===== config.mk =====
export PLATFORM = sky130hd
export DESIGN_NAME = acr_top
export DESIGN_NICKNAME = d
export VERILOG_FILES = /design/src/inc/acr_pkg.sv /design/src/verilog/acr_tpg.sv /design/src/verilog/acr_top.sv
export SDC_FILE = /design/constraint.sdc
export NUM_CORES = 1
export LEC_CHECK = 0
export BUFFER_PORTS_ARGS = -buffer_cell sky130_fd_sc_hd__buf_2
export CAP_MARGIN = 15
export CELL_PAD_IN_SITES_DETAIL_PLACEMENT = 1
export CELL_PAD_IN_SITES_GLOBAL_PLACEMENT = 1
export CORE_ASPECT_RATIO = 1.4
export CORE_MARGIN = 2
export CORE_UTILIZATION = 45
export CTS_CLUSTER_DIAMETER = 30
export CTS_CLUSTER_SIZE = 28
export DETAILED_ROUTE_END_ITERATION = 8
export GPL_TIMING_DRIVEN = 0
export MAX_ROUTING_LAYER = met4
export PLACE_DENSITY = 0.77
export SYNTH_ARGS = -nofsm -noshare
export SYNTH_HDL_FRONTEND = slang
export SYNTH_SLANG_ARGS = --single-unit

===== constraint.sdc =====
create_clock -name clk_i -period 9.4 [get_ports clk_i]
set_input_delay 0.94 -clock clk_i [delete_from_list [all_inputs] [get_ports clk_i]]
set_output_delay 0.94 -clock clk_i [all_outputs]
set_load 0.02 [all_outputs]

===== src/inc/acr_pkg.sv =====
// acr package: register map, field layout, codes and carrier types
// Functional notes
// - With the mode pin high, the pin function field picks power-down, standby, run with outputs off or run with outputs on.
// - The sample rate is the input clock divided by the low three bits of the divider field plus one.
// - A nonzero test code replaces converted samples with test data, and code zero restores normal data.
// - Codes 1 to 4 give midscale, positive full scale, negative full scale and an alternating checkerboard.
// - Code 5 gives a pseudo-random sequence of order 23 and code 6 one of order 9.
// - Code 7 toggles the whole word between ones and zeros and code 9 toggles single bits.
// - Code 8 gives the user pattern words, 10 a sync word, 11 a single high bit and 12 mixed bit frequencies.
// - The eight-bit trim is added to the converted code as a signed twos complement number.
// - The format field codes the output as offset binary (00 or 11), twos complement (01) or gray code (10).
// - Written values wait in a shadow stage and take effect only when the host sets the transfer bit.
package acr_pkg;
  localparam int          DW          = 14;
  localparam int          SIG_W       = 16;
  localparam int          INST_BITS   = 16;
  localparam int          DATA_BITS   = 8;
  localparam int          RD_BIT      = 15;
  localparam logic [12:0] ADR_PWR     = 13'h008;
  localparam logic [12:0] ADR_DIV     = 13'h00B;
  localparam logic [12:0] ADR_TST     = 13'h00D;
  localparam logic [12:0] ADR_BIST    = 13'h00E;
  localparam logic [12:0] ADR_OFFS    = 13'h010;
  localparam logic [12:0] ADR_FMT     = 13'h014;
  localparam logic [12:0] ADR_DRV     = 13'h015;
  localparam logic [12:0] ADR_XFER    = 13'h0FF;
  localparam logic [7:0]  RST_PWR     = 8'h00;
  localparam logic [7:0]  RST_DIV     = 8'h00;
  localparam logic [7:0]  RST_TST     = 8'h00;
  localparam logic [7:0]  RST_BIST    = 8'h00;
  localparam logic [7:0]  RST_OFFS    = 8'h00;
  localparam logic [7:0]  RST_FMT     = 8'h00;
  localparam logic [7:0]  RST_DRV     = 8'h22;
  localparam int          F_CHIP      = 0;
  localparam int          F_PINFN     = 5;
  localparam int          F_XFER      = 0;
  localparam int          F_PNS       = 4;
  localparam int          F_PNL       = 5;
  localparam int          F_BIST_EN   = 0;
  localparam int          F_BIST_INIT = 2;
  localparam int          F_INV       = 2;
  localparam int          F_DIS       = 4;
  localparam int          F_VOLT      = 6;
  localparam logic [1:0]  FMT_TWOS    = 2'h1;
  localparam logic [1:0]  FMT_GRAY    = 2'h2;
  localparam logic [DW-1:0] DAT_MIN   = 14'h0000;
  localparam logic [DW-1:0] DAT_MAX   = 14'h3FFF;
  localparam logic [DW-1:0] PAT_MID   = 14'h2000;
  localparam logic [DW-1:0] PAT_CHK   = 14'h2AAA;
  localparam logic [DW-1:0] PAT_SYNC  = 14'h3F80;
  localparam logic [DW-1:0] PAT_ONE   = 14'h0001;
  localparam logic [22:0] PN23_SEED   = 23'h7FFFFF;
  localparam logic [8:0]  PN9_SEED    = 9'h1FF;
  localparam logic [SIG_W-1:0] SIG_INIT = 16'h0000;

  typedef enum logic [3:0] {
    TP_OFF = 4'h0, TP_MID = 4'h1, TP_PFS = 4'h2, TP_NFS = 4'h3,
    TP_CHK = 4'h4, TP_PN23 = 4'h5, TP_PN9 = 4'h6, TP_WTOG = 4'h7,
    TP_USER = 4'h8, TP_BTOG = 4'h9, TP_SYNC = 4'hA, TP_ONE = 4'hB,
    TP_MIX = 4'hC
  } acr_tp_t;

  typedef enum logic [1:0] {
    PW_DOWN = 2'h0, PW_STBY = 2'h1, PW_NOUT = 2'h2, PW_RUN = 2'h3
  } acr_pwr_t;

  typedef enum logic [1:0] {
    SP_IDLE = 2'h0, SP_INST = 2'h1, SP_DATA = 2'h3, SP_DONE = 2'h2
  } acr_spi_t;

  typedef struct packed {
    logic [7:0] pwr;
    logic [7:0] div;
    logic [7:0] tst;
    logic [7:0] bist;
    logic [7:0] offs;
    logic [7:0] fmt;
    logic [7:0] drv;
  } acr_cfg_t;

  typedef struct packed {
    logic csb_n;
    logic sclk;
    logic sdio;
    logic mode;
  } acr_pins_t;

  localparam acr_cfg_t CFG_RST =
    '{RST_PWR, RST_DIV, RST_TST, RST_BIST, RST_OFFS, RST_FMT, RST_DRV};
  localparam acr_pins_t PINS_RST = '{csb_n: 1'b1, sclk: 1'b0, sdio: 1'b0, mode: 1'b0};

  function automatic acr_cfg_t acr_cfg_wr(input acr_cfg_t c, input logic [12:0] a,
                                          input logic [7:0] d);
    acr_cfg_t r;
    r = c;
    case (a)
      ADR_PWR:  r.pwr  = d;
      ADR_DIV:  r.div  = d;
      ADR_TST:  r.tst  = d;
      ADR_BIST: r.bist = d;
      ADR_OFFS: r.offs = d;
      ADR_FMT:  r.fmt  = d;
      ADR_DRV:  r.drv  = d;
      default:  r      = c;
    endcase
    return r;
  endfunction : acr_cfg_wr

  function automatic logic [7:0] acr_cfg_rd(input acr_cfg_t c, input logic [12:0] a);
    case (a)
      ADR_PWR:  return c.pwr;
      ADR_DIV:  return c.div;
      ADR_TST:  return c.tst;
      ADR_BIST: return c.bist;
      ADR_OFFS: return c.offs;
      ADR_FMT:  return c.fmt;
      ADR_DRV:  return c.drv;
      default:  return 8'h00;
    endcase
  endfunction : acr_cfg_rd

  function automatic logic [DW-1:0] acr_trim(input logic [DW-1:0] v, input logic [7:0] t);
    logic signed [15:0] s;
    s = $signed({2'b00, v}) + $signed({{8{t[7]}}, t});
    if (s < 16'sh0000) return DAT_MIN;
    if (s > $signed({2'b00, DAT_MAX})) return DAT_MAX;
    return s[DW-1:0];
  endfunction : acr_trim

  function automatic logic [DW-1:0] acr_fmt(input logic [DW-1:0] v, input logic [1:0] f);
    case (f)
      FMT_TWOS: return {~v[DW-1], v[DW-2:0]};
      FMT_GRAY: return v ^ (v >> 1);
      default:  return v;
    endcase
  endfunction : acr_fmt
endpackage : acr_pkg


===== src/verilog/acr_tpg.sv =====
// acr test pattern generator
`timescale 1ns/1ps
module acr_tpg
  import acr_pkg::*;
(
  input  wire logic          clk_i,
  input  wire logic          nrst_i,
  input  wire logic          tick_i,
  input  wire logic [3:0]    code_i,
  input  wire logic          rst_long_i,
  input  wire logic          rst_short_i,
  input  wire logic [DW-1:0] patt1_i,
  input  wire logic [DW-1:0] patt2_i,
  output logic      [DW-1:0] word_o
);
  logic          tog_q;
  logic [22:0]   pn23_q;
  logic [8:0]    pn9_q;
  logic [DW-1:0] walk_q;
  logic [DW-1:0] cnt_q;

  always_ff @(posedge clk_i or negedge nrst_i)
  begin
    if (!nrst_i)
    begin
      tog_q  <= 1'b0;
      pn23_q <= PN23_SEED;
      pn9_q  <= PN9_SEED;
      walk_q <= PAT_ONE;
      cnt_q  <= DAT_MIN;
    end
    else
    begin
      if (tick_i)
      begin
        tog_q  <= ~tog_q;
        walk_q <= {walk_q[DW-2:0], walk_q[DW-1]};
        cnt_q  <= cnt_q + PAT_ONE;
      end
      if (rst_long_i)
        pn23_q <= PN23_SEED;
      else if (tick_i && code_i == TP_PN23)
        pn23_q <= {pn23_q[21:0], pn23_q[22] ^ pn23_q[17]};
      if (rst_short_i)
        pn9_q <= PN9_SEED;
      else if (tick_i && code_i == TP_PN9)
        pn9_q <= {pn9_q[7:0], pn9_q[8] ^ pn9_q[4]};
    end
  end

  always_comb
  begin
    case (code_i)
      TP_MID:  word_o = PAT_MID;
      TP_PFS:  word_o = DAT_MAX;
      TP_NFS:  word_o = DAT_MIN;
      TP_CHK:  word_o = tog_q ? ~PAT_CHK : PAT_CHK;
      TP_PN23: word_o = pn23_q[DW-1:0];
      TP_PN9:  word_o = {pn9_q, pn9_q[8:4]};
      TP_WTOG: word_o = tog_q ? DAT_MAX : DAT_MIN;
      TP_USER: word_o = tog_q ? patt2_i : patt1_i;
      TP_BTOG: word_o = walk_q;
      TP_SYNC: word_o = PAT_SYNC;
      TP_ONE:  word_o = PAT_ONE;
      TP_MIX:  word_o = cnt_q;
      default: word_o = DAT_MIN;
    endcase
  end
endmodule : acr_tpg


===== src/verilog/acr_top.sv =====
// acr configuration register bank with serial port and sample path
`timescale 1ns/1ps
module acr_top
  import acr_pkg::*;
(
  input  wire logic             clk_i,
  input  wire logic             nrst_i,
  input  wire logic             csb_n_i,
  input  wire logic             sclk_i,
  input  wire logic             sdio_i,
  input  wire logic             mode_i,
  input  wire logic [DW-1:0]    adc_data_i,
  input  wire logic [DW-1:0]    user_patt1_i,
  input  wire logic [DW-1:0]    user_patt2_i,
  output logic                  sdio_o,
  output logic                  sdio_oe_n_o,
  output logic      [DW-1:0]    data_o,
  output logic                  data_oe_n_o,
  output logic                  dco_o,
  output logic      [1:0]       pwr_state_o,
  output logic      [1:0]       out_volt_o,
  output logic      [7:0]       drive_o,
  output logic      [SIG_W-1:0] bist_sig_o
);
  // pin synchronisers
  acr_pins_t raw_w;
  acr_pins_t s1_q;
  acr_pins_t s2_q;
  acr_pins_t s3_q;
  acr_pins_t pin_q;
  acr_pins_t pin_d;
  acr_pins_t diff_w;

  // serial port
  acr_spi_t          st_q;
  acr_spi_t          st_d;
  logic [4:0]        cnt_q;
  logic [INST_BITS-1:0] inst_q;
  logic [INST_BITS-1:0] inst_nx_w;
  logic [7:0]        dsh_q;
  logic [7:0]        rsh_q;
  logic [7:0]        wr_byte_w;
  logic [7:0]        rd_byte_w;
  logic [12:0]       addr_w;
  logic              sclk_prev_q;
  logic              sel_w;
  logic              rise_w;
  logic              fall_w;
  logic              is_rd_w;
  logic              inst_end_w;
  logic              wr_done_w;
  logic              xfer_w;
  logic              pend_w;

  // configuration
  acr_cfg_t          shd_q;
  acr_cfg_t          act_q;

  // power and divider
  acr_pwr_t          pwr_w;
  logic [1:0]        pin_fn_w;
  logic [1:0]        chip_w;
  logic              dig_rst_w;
  logic              tick_en_w;
  logic              tick_w;
  logic              out_en_w;
  logic [2:0]        dcnt_q;
  logic [2:0]        dcnt_d;

  // sample path
  logic [DW-1:0]     tpg_w;
  logic [DW-1:0]     trim_w;
  logic [DW-1:0]     word_w;
  logic [DW-1:0]     fmtd_w;
  logic [DW-1:0]     fin_w;
  logic [SIG_W-1:0]  sig_d;

  // three stages, change taken when stages two and three agree
  assign raw_w  = '{csb_n: csb_n_i, sclk: sclk_i, sdio: sdio_i, mode: mode_i};
  assign diff_w = s2_q ^ s3_q;
  assign pin_d  = (s3_q & ~diff_w) | (pin_q & diff_w);

  always_ff @(posedge clk_i or negedge nrst_i)
  begin
    if (!nrst_i)
    begin
      s1_q  <= PINS_RST;
      s2_q  <= PINS_RST;
      s3_q  <= PINS_RST;
      pin_q <= PINS_RST;
    end
    else
    begin
      s1_q  <= raw_w;
      s2_q  <= s1_q;
      s3_q  <= s2_q;
      pin_q <= pin_d;
    end
  end

  // serial frame decode
  assign sel_w      = ~pin_q.csb_n;
  assign rise_w     = sel_w & pin_q.sclk & ~sclk_prev_q;
  assign fall_w     = sel_w & ~pin_q.sclk & sclk_prev_q;
  assign inst_nx_w  = {inst_q[INST_BITS-2:0], pin_q.sdio};
  assign is_rd_w    = inst_q[RD_BIT];
  assign addr_w     = inst_q[12:0];
  assign inst_end_w = rise_w && (st_q == SP_INST) && (cnt_q == 5'(INST_BITS - 1));
  assign wr_byte_w  = {dsh_q[6:0], pin_q.sdio};
  assign wr_done_w  = rise_w && (st_q == SP_DATA) && !is_rd_w
                      && (cnt_q == 5'(DATA_BITS - 1));
  assign xfer_w     = wr_done_w && (addr_w == ADR_XFER) && wr_byte_w[F_XFER];
  assign pend_w     = (shd_q != act_q);
  assign rd_byte_w  = (inst_nx_w[12:0] == ADR_XFER) ? {7'h00, pend_w}
                      : acr_cfg_rd(shd_q, inst_nx_w[12:0]);

  always_comb
  begin
    st_d = st_q;
    case (st_q)
      SP_IDLE: if (sel_w) st_d = SP_INST;
      SP_INST: if (inst_end_w) st_d = SP_DATA;
      SP_DATA: if (rise_w && cnt_q == 5'(DATA_BITS - 1)) st_d = SP_DONE;
      SP_DONE: st_d = SP_DONE;
      default: st_d = SP_IDLE;
    endcase
    if (!sel_w)
      st_d = SP_IDLE;
  end

  always_ff @(posedge clk_i or negedge nrst_i)
  begin
    if (!nrst_i)
    begin
      st_q        <= SP_IDLE;
      cnt_q       <= 5'h00;
      inst_q      <= 16'h0000;
      dsh_q       <= 8'h00;
      rsh_q       <= 8'h00;
      sclk_prev_q <= 1'b0;
    end
    else
    begin
      st_q        <= st_d;
      sclk_prev_q <= pin_q.sclk;
      if (st_q != st_d)
        cnt_q <= 5'h00;
      else if (rise_w)
        cnt_q <= cnt_q + 5'h01;
      if (rise_w && st_q == SP_INST)
        inst_q <= inst_nx_w;
      if (rise_w && st_q == SP_DATA)
        dsh_q <= wr_byte_w;
      if (inst_end_w)
        rsh_q <= rd_byte_w;
      else if (fall_w && st_q == SP_DATA)
        rsh_q <= {rsh_q[6:0], 1'b0};
    end
  end

  // read data goes out on falling edges of the serial clock
  always_ff @(posedge clk_i or negedge nrst_i)
  begin
    if (!nrst_i)
    begin
      sdio_o      <= 1'b0;
      sdio_oe_n_o <= 1'b1;
    end
    else if (st_q != SP_DATA || !is_rd_w)
    begin
      sdio_o      <= 1'b0;
      sdio_oe_n_o <= 1'b1;
    end
    else if (fall_w)
    begin
      sdio_o      <= rsh_q[7];
      sdio_oe_n_o <= 1'b0;
    end
  end

  // shadow and active configuration
  always_ff @(posedge clk_i or negedge nrst_i)
  begin
    if (!nrst_i)
    begin
      shd_q <= CFG_RST;
      act_q <= CFG_RST;
    end
    else
    begin
      if (wr_done_w)
        shd_q <= acr_cfg_wr(shd_q, addr_w, wr_byte_w);
      if (xfer_w)
        act_q <= shd_q;
    end
  end

  // power state from mode pin or chip field
  assign pin_fn_w  = act_q.pwr[F_PINFN +: 2];
  assign chip_w    = act_q.pwr[F_CHIP +: 2];
  assign dig_rst_w = !pin_q.mode && (chip_w == 2'h3);
  assign pwr_w     = pin_q.mode ? acr_pwr_t'(pin_fn_w)
                   : (chip_w == 2'h1) ? PW_DOWN
                   : (chip_w == 2'h2) ? PW_STBY : PW_RUN;
  assign tick_en_w = pwr_state_o[1] && !dig_rst_w;
  assign out_en_w  = (pwr_state_o == PW_RUN) && !act_q.fmt[F_DIS];

  // sample divider
  assign tick_w = tick_en_w && (dcnt_q == act_q.div[2:0]);
  assign dcnt_d = (!tick_en_w || tick_w) ? 3'h0 : dcnt_q + 3'h1;

  // sample word selection and coding
  assign trim_w = acr_trim(adc_data_i, act_q.offs);
  assign word_w = (act_q.tst[3:0] != TP_OFF) ? tpg_w : trim_w;
  assign fmtd_w = acr_fmt(word_w, act_q.fmt[1:0]);
  assign fin_w  = act_q.fmt[F_INV] ? ~fmtd_w : fmtd_w;
  assign sig_d  = {bist_sig_o[SIG_W-2:0],
                   bist_sig_o[15] ^ bist_sig_o[14] ^ bist_sig_o[12] ^ bist_sig_o[3]}
                  ^ {2'b00, fin_w};

  acr_tpg u_tpg (
    .clk_i       (clk_i),
    .nrst_i      (nrst_i),
    .tick_i      (tick_w),
    .code_i      (act_q.tst[3:0]),
    .rst_long_i  (act_q.tst[F_PNL]),
    .rst_short_i (act_q.tst[F_PNS]),
    .patt1_i     (user_patt1_i),
    .patt2_i     (user_patt2_i),
    .word_o      (tpg_w)
  );

  always_ff @(posedge clk_i or negedge nrst_i)
  begin
    if (!nrst_i)
    begin
      dcnt_q      <= 3'h0;
      pwr_state_o <= PW_DOWN;
      dco_o       <= 1'b0;
      drive_o     <= RST_DRV;
      out_volt_o  <= 2'h0;
    end
    else
    begin
      dcnt_q      <= dcnt_d;
      pwr_state_o <= pwr_w;
      dco_o       <= tick_w;
      drive_o     <= act_q.drv;
      out_volt_o  <= act_q.fmt[F_VOLT +: 2];
    end
  end

  always_ff @(posedge clk_i or negedge nrst_i)
  begin
    if (!nrst_i)
    begin
      data_o      <= DAT_MIN;
      data_oe_n_o <= 1'b1;
    end
    else
    begin
      data_oe_n_o <= !out_en_w;
      if (!out_en_w)
        data_o <= DAT_MIN;
      else if (tick_w)
        data_o <= fin_w;
    end
  end

  // self-test signature
  always_ff @(posedge clk_i or negedge nrst_i)
  begin
    if (!nrst_i)
      bist_sig_o <= SIG_INIT;
    else if (act_q.bist[F_BIST_INIT])
      bist_sig_o <= SIG_INIT;
    else if (act_q.bist[F_BIST_EN] && tick_w)
      bist_sig_o <= sig_d;
  end
endmodule : acr_top


# --- After elaboration in Yosys (flattened, before gate mapping) ---
# Cells that the tools add are included.
classes:
  add_sub_neg: 4
  multipliers: 0
  div_mod_pow: 0
  n_lt_le_gt_ge: 2
  n_eq_ne: 43
  n_shift: 0
  mux: 40
  bitwise_logic: 22
  reduce_logical: 39
ops:
  columns: ["cell", "n"]
  rows:
  - ["$mux 14", 11]
  - ["$pmux 14 s11", 1]
  - ["$eq 13x4->1 const B", 8]
  - ["$eq 13x5->1 const B", 6]
  - ["$ne 56x56->1", 1]
  - ["$pmux 8 s7", 1]
  - ["$mux 23", 2]
  - ["$mux 16", 2]
  - ["$pmux 14 s2", 1]
  - ["$eq 13x8->1 const B", 2]
  - ["$mux 8", 3]
  - ["$eq 4x4->1 const B", 5]
  - ["$mux 9", 2]
  - ["$add 15x8->16", 1]
  - ["$eq 4x3->1 const B", 4]
  - ["$gt 16x15->1 const B", 1]
  - ["$logic_and 1x1->1", 16]
  - ["$lt 16x1->1 const B", 1]
  - ["$xor 16x14->16", 1]
  - ["$add 14x1->14 const B", 1]
  - ["$not 14->14", 1]
  - ["$reduce_and 2->1", 7]
  - ["$xor 14x13->14", 1]
  - ["$eq 2x2->1 const B", 6]
  - ["27 further kinds", 65]
totals:
  reg_bits: 277
  latch_bits: 0
  ramBits: 0
  mem_bits_ro: 0
  out_inout_bits: 46
  n_memories: 0

# --- Longest topological paths before layout ---
logic_depth:
  ltp_word: 14
  mapped_depth: 13
  ltp_nobuf: 13

# --- Modules after synthesis ---
# Synthesis repeated with hierarchy kept, for this count alone.
unflattened:
  hier_cells: 1331
  area_unflattened_um2: 14650.3
by_module_without_submodules:
  columns: ["mod", "instances", "cells_each", "area_each_um2"]
  rows:
  - ["acr_top", 1, 975, 11162.0]
  - ["acr_tpg", 1, 356, 3488.3]

# --- Worst setup path before layout ---
# No wires, ideal clock.
synth_path:
  path_kind: "input-to-reg"
  from: "input port adc_data_i[0]"
  to: "register bist_sig_o[10]"
  t_arrival_ns: 3.996
  t_required_ns: 9.313
  path_slack_ns: 5.317
  stages: 13
  n_path_buf: 0
  path_cell_list: "ha_1 inv_1 fa_1 and2b_1 o211ai_1 a2111oi_0 nor2_1 o32ai_4 nor3_4 or2_4 a311oi_2 xnor3_1 a211oi_2"
synth_via:
  elab_chain_cells: 14
  word_cells_on_any_way: 17
synth_lines:
  columns: ["element", "line_no", "text"]
  rows:
  - ["start: declaration", "acr_top.sv:12", "input wire logic [DW-1:0] adc_data_i,"]
  - ["$add 15x8->16 (*)", "acr_pkg.sv:124", "s = $signed({2'b00, v}) + $signed({{8{t[7]}}, t});"]
  - ["$gt 16x15->1", "acr_pkg.sv:126", "if (s > $signed({2'b00, DAT_MAX})) return DAT_MAX;"]
  - ["$mux 1 (2 in a row)", "acr_pkg.sv:126", null]
  - ["$mux 14", "acr_pkg.sv:127", "return s[DW-1:0];"]
  - ["$mux 14 (*)", "acr_pkg.sv:126", null]
  - ["$mux 14 (*)", "acr_top.sv:214", "assign word_w = (act_q.tst[3:0] != TP_OFF) ? tpg_w : trim_w;"]
  - ["$xor 14x13->14", "acr_pkg.sv:133", "FMT_GRAY: return v ^ (v >> 1);"]
  - ["$pmux 14 s2 (*)", "acr_pkg.sv:131", "case (f)"]
  - ["$not 14->14", "acr_top.sv:216", "assign fin_w = act_q.fmt[F_INV] ? ~fmtd_w : fmtd_w;"]
  - ["$mux 14 (*)", "acr_top.sv:216", null]
  - ["$xor 16x14->16 (*)", "acr_top.sv:219", "^ {2'b00, fin_w};"]
  - ["$mux 16 (*)", "acr_top.sv:277", "else if (act_q.bist[F_BIST_EN] && tick_w)"]
  - ["$mux 16 (*)", "acr_top.sv:275", "else if (act_q.bist[F_BIST_INIT])"]
  - ["end signal: assignment", "acr_top.sv:278", "bist_sig_o <= sig_d;"]
  - ["end: declaration", "acr_top.sv:23", "output logic [SIG_W-1:0] bist_sig_o"]
# Mark *: on every way between the ends. The rest lies on a longest branch, timed or not. The select of a mux whose other input is x is not followed.
# A chain may end at the register's enable or synchronous reset.

# --- Final worst setup path ---
layout_path:
  from: "input port adc_data_i[0]"
  to: "register bist_sig_o[2]"
# The elaborated chain is that of the path after synthesis.

==> summary.md <==
| Metric | Value |
|---|---|
| Final period util | `46.5%` |
| # diodes | `0` |
| Final Hold Fails | `0` |
| Die width | `between 150 and 200 um` |
| P&R area growth vs syn | `21.0%` |
| DR WL/cell | `22.6 um` |
| Die Span Y | `215 um` |
| Post-CTS sizing | `0` |
| Final HPWL DP | `about 30 mm` |
| Slew @ Worst Pin | `1.19 ns` |
| Critical Setup Path Class | `in -> reg` |
| Initial antenna violation count | `0` |
| Setup Skew | `0.0116 ns` |
| Worst-path fanout max | `10` |
| CTS Hold Bufs | `0` |
| HP Class | `in -> async` |
| Post-synth EDFFs | `0` |
| Sw frac | `between 20% and 30%` |
| Crit-path max cell delay | `approximately 0.68 ns` |
| Inst Count DP | `1,764` |
| Clk network pwr share | `56.4%` |
| Worst EP required | `9.88 ns` |
| Register area share after synthesis | `48.6%` |
| RSZ-0062 raised after global routing | `no` |
| # Post-CTS Setup Buffers | `0` |
| Synth warn | `0` |
| Cell Pwr Density | `205 mW/mm^2` |
| Layout Cells excl Fill | `1,868` |
| Die Area | `between 0.03 and 0.04 sq mm` |
| Share of layout cells above drive strength 1 | `28.8%` |
| Syn Inst Count | `1,269` |
| Root Buffer | `clkbuf_16` |
| # DRC | `0` |
| Post-DR vias/cell | `5.81` |
| Insertion delay to the later sink of the worst-skew pair | `~0.57 ns` |
| DRT antenna net count | `0` |
| Seq cells post-synth | `277` |
| Initial Utilization | `45.6%` |
| Final TNS setup | `0 ns` |
| Yosys cell types | `85` |
| Power, Total | `3.57 mW` |
| Vias in the first global route | `between 10,000 and 15,000` |
| CP cell instances | `buf_2 > ha_1 > inv_1 > fa_1 > and2b_1 > o211ai_1 > a2111oi_0 > nor2_1 > o32ai_4 > a2bb2oi_2 > nor3_1 > a311oi_2 > xnor3_1 > a211oi_2` |
| Final instance area | `0.0174 sq mm` |
| Tmin final | `4.37 ns` |
| Met1 Use GR | `27.1%` |
| Synth Net Count | `1,341` |
| First-pass GRT wire length | `66.3 mm` |
| Post-Route WL | `~42 mm` |
| Rel. slew slack | `20.1%` |
| Placed Area | `0.0154 sq mm` |
| Comb power frac | `7.9%` |
| Gr usage total | `26.2%` |
| Final-layout fill cell count | `roughly 3,300` |
| Final setup vio count | `0` |
| Pre-antenna DRT Iters | `5` |
| CTS tree | `yes` |
| Leak | `around 8.5 nW` |
| DRT iter0 DRCs | `523` |
| Max_cap viols | `0` |
| Switching pwr | `0.922 mW` |
| Gr busiest metal | `met2` |
| TritonCTS buffer count | `between 50 and 60` |
| Status | `completed` |
| Syn Area/Cell | `about 11 sq um` |
| Crit. End Element | `register` |
| Final worst slack | `5.03 ns` |
| Slowest CP cell | `a2111oi_0` |
| Crit start category | `input port` |
| Io pins | `94` |
| Max Freq | `229 MHz` |
| Netlist Area Pre-Place | `0.0144 sq mm` |
| GR Util met2 | `46.9%` |
| Sequential share of power | `35.7%` |
| Clock Path Buffers | `3` |
| Pre-CTS WS | `4.50 ns` |
| Clock transition at path regs | `0.05 ns` |
| Pint | `2.65 mW` |
| Async S/R FF share, synth | `100%` |
| DR vias | `10,900` |
| Core region area | `roughly 0.032 sq mm` |
| RePlAce Congestion | `around 0.95` |
| PortBufs | `between 90 and 100` |
| Slew Limit Fails | `0` |
| Main flop type after synthesis | `dfrtp_1` |
| Met3 global-route usage | `3.76%` |
| Worst vdd ir | `0.185 mV` |
| WP data arrival | `4.85 ns` |
| Gr ovfl total | `0` |
| Clock sink count | `277` |
| Largest net degree at the start of global routing | `121` |
| Final net count | `1,498` |
| Clock H-tree levels | `2` |
| # rows | `77` |
## worst max-delay path: cells and delay by family
kind,cells,cell delay [ns]
buffers and inverters,2,0.18
and+or+nand+nor,3,0.55
xor gates and xnor gates,1,0.32
adders and majority gates,2,0.59
AOI/OAI and AO/OA,6,2.25
## cell families after synthesis
| logic type | after synthesis | share of synthesized area, % |
|---|---|---|
| AOI/OAI and AO/OA | 259 | 14.2 |
| xor gates and xnor gates | 114 | 8.00 |
| adders and majority gates | 28 | 2.42 |
| buffers and inverters | 81 | 2.21 |
| DFF | 277 | 48.6 |
| muxes | 155 | 12.0 |
| and+or+nand+nor | 355 | 12.6 |
## cells in the final DEF, fill, tap and decap left out, types with 15 or more instances in the layout
cell type and count:
o21ai_0 33, nor3_1 21, mux2i_1 21, nor2_1 58, a211o_1 33, dfstp_2 45
nand2_1 123, a21oi_1 42, ha_1 23, mux2_2 134, clkbuf_16 57, buf_2 99
nor2b_1 38, a22oi_1 16, nand3_1 16, clkbuf_1 49, nand4_1 15, xnor2_1 51
inv_1 19, xor2_1 52, dfrtp_1 232
## worst paths after layout
kind                                        from                         to  slack, ns  cells past startpoint
setup / recovery                   adc_data_i[0]  bist_sig_o[2]$_DFFE_PN0P_       5.03                     14
hold / removal                            nrst_i       drive_o[4]$_DFF_PN0_       0.28                      1
setup reg to reg           act_q[23]$_DFFE_PN0P_  bist_sig_o[5]$_DFFE_PN0P_       5.04                     13
hold reg to reg                s1_q[2]$_DFF_PN0_          s2_q[2]$_DFF_PN0_       0.35                      0
max in group asynchronous                 nrst_i       rsh_q[5]$_DFFE_PN0P_       7.65                      3
min in group clk_i             s1_q[2]$_DFF_PN0_          s2_q[2]$_DFF_PN0_       0.35                      0
## Yosys cell counts, drive strengths merged (15+ instances only)
cell	number	area share (%)
dfrtp	232	40
mux2	134	10
nand2	123	3.2
nor2	58	1.5
xor2	52	3.2
xnor2	51	3.1
clkbuf	47	1.2
dfstp	45	8.2
a21oi	44	1.6
nor2b	38	1.7
a211o	34	2.1
o21ai	34	1.2
a211oi	25	1.7
ha	23	2.0
nor3	22	0.84
mux2i	21	1.5
inv	20	0.52
a22oi	17	0.92
nand3	16	0.56
nor4	16	0.78
a221oi	15	0.96
nand4	15	0.65
## per-stage QoR
| stage | hold WS, ns | utilization [%] |
|---|---|---|
| after floorplan | 0.331 | - |
| after global placement | 0.332 | 48.7 |
| after detailed placement | 0.336 | 49.0 |
| after CTS | 0.271 | 55.2 |
| after global routing | 0.294 | 55.2 |
| final | 0.284 | 55.2 |
## cell type report
type	instances	area, sq um	share of cell area [%]
Inverter	21	78.8	0.453
Tap cell	395	494	2.84
Multi-Input combinational cell	911	7080	40.7
Sequential cell	277	6990	40.2
Timing Repair Buffer	100	563	3.24
Clock inverter	38	425	2.45
Clock buffer	66	1530	8.80
Buffer	60	239	1.37
## registers in the layout (all words and copies together), names as in the netlist, 2 cells and up, named ones only
register / count
data_o: 14
act_q: 56
pwr_state_o: 2
dsh_q: 7
st_q: 2
shd_q: 56
u_tpg.cnt_q: 14
out_volt_o: 2
inst_q: 16
s1_q: 4
drive_o: 8
s3_q: 4
u_tpg.pn9_q: 9
dcnt_q: 3
u_tpg.pn23_q: 23
bist_sig_o: 16
u_tpg.walk_q: 14
rsh_q: 8
cnt_q: 5
s2_q: 4
## layer usage
metal  up-vias  part of all wire [%]
met4         0                   6.5
met2       265                    53
met5         -                     0
met1      5487                    38
met3       129                   3.4
li1       4974                     -
## power by group through the flow
stage	logic, mW	registers (mW)	clock network (mW)
after floorplan	0.172	1.29	0
after global placement	0.266	1.29	0
after detailed placement	0.281	1.29	0
after CTS	0.284	1.28	2.05
after global routing	0.311	1.28	2.10
final	0.281	1.28	2.02
Power figures use the tool's default switching activity.
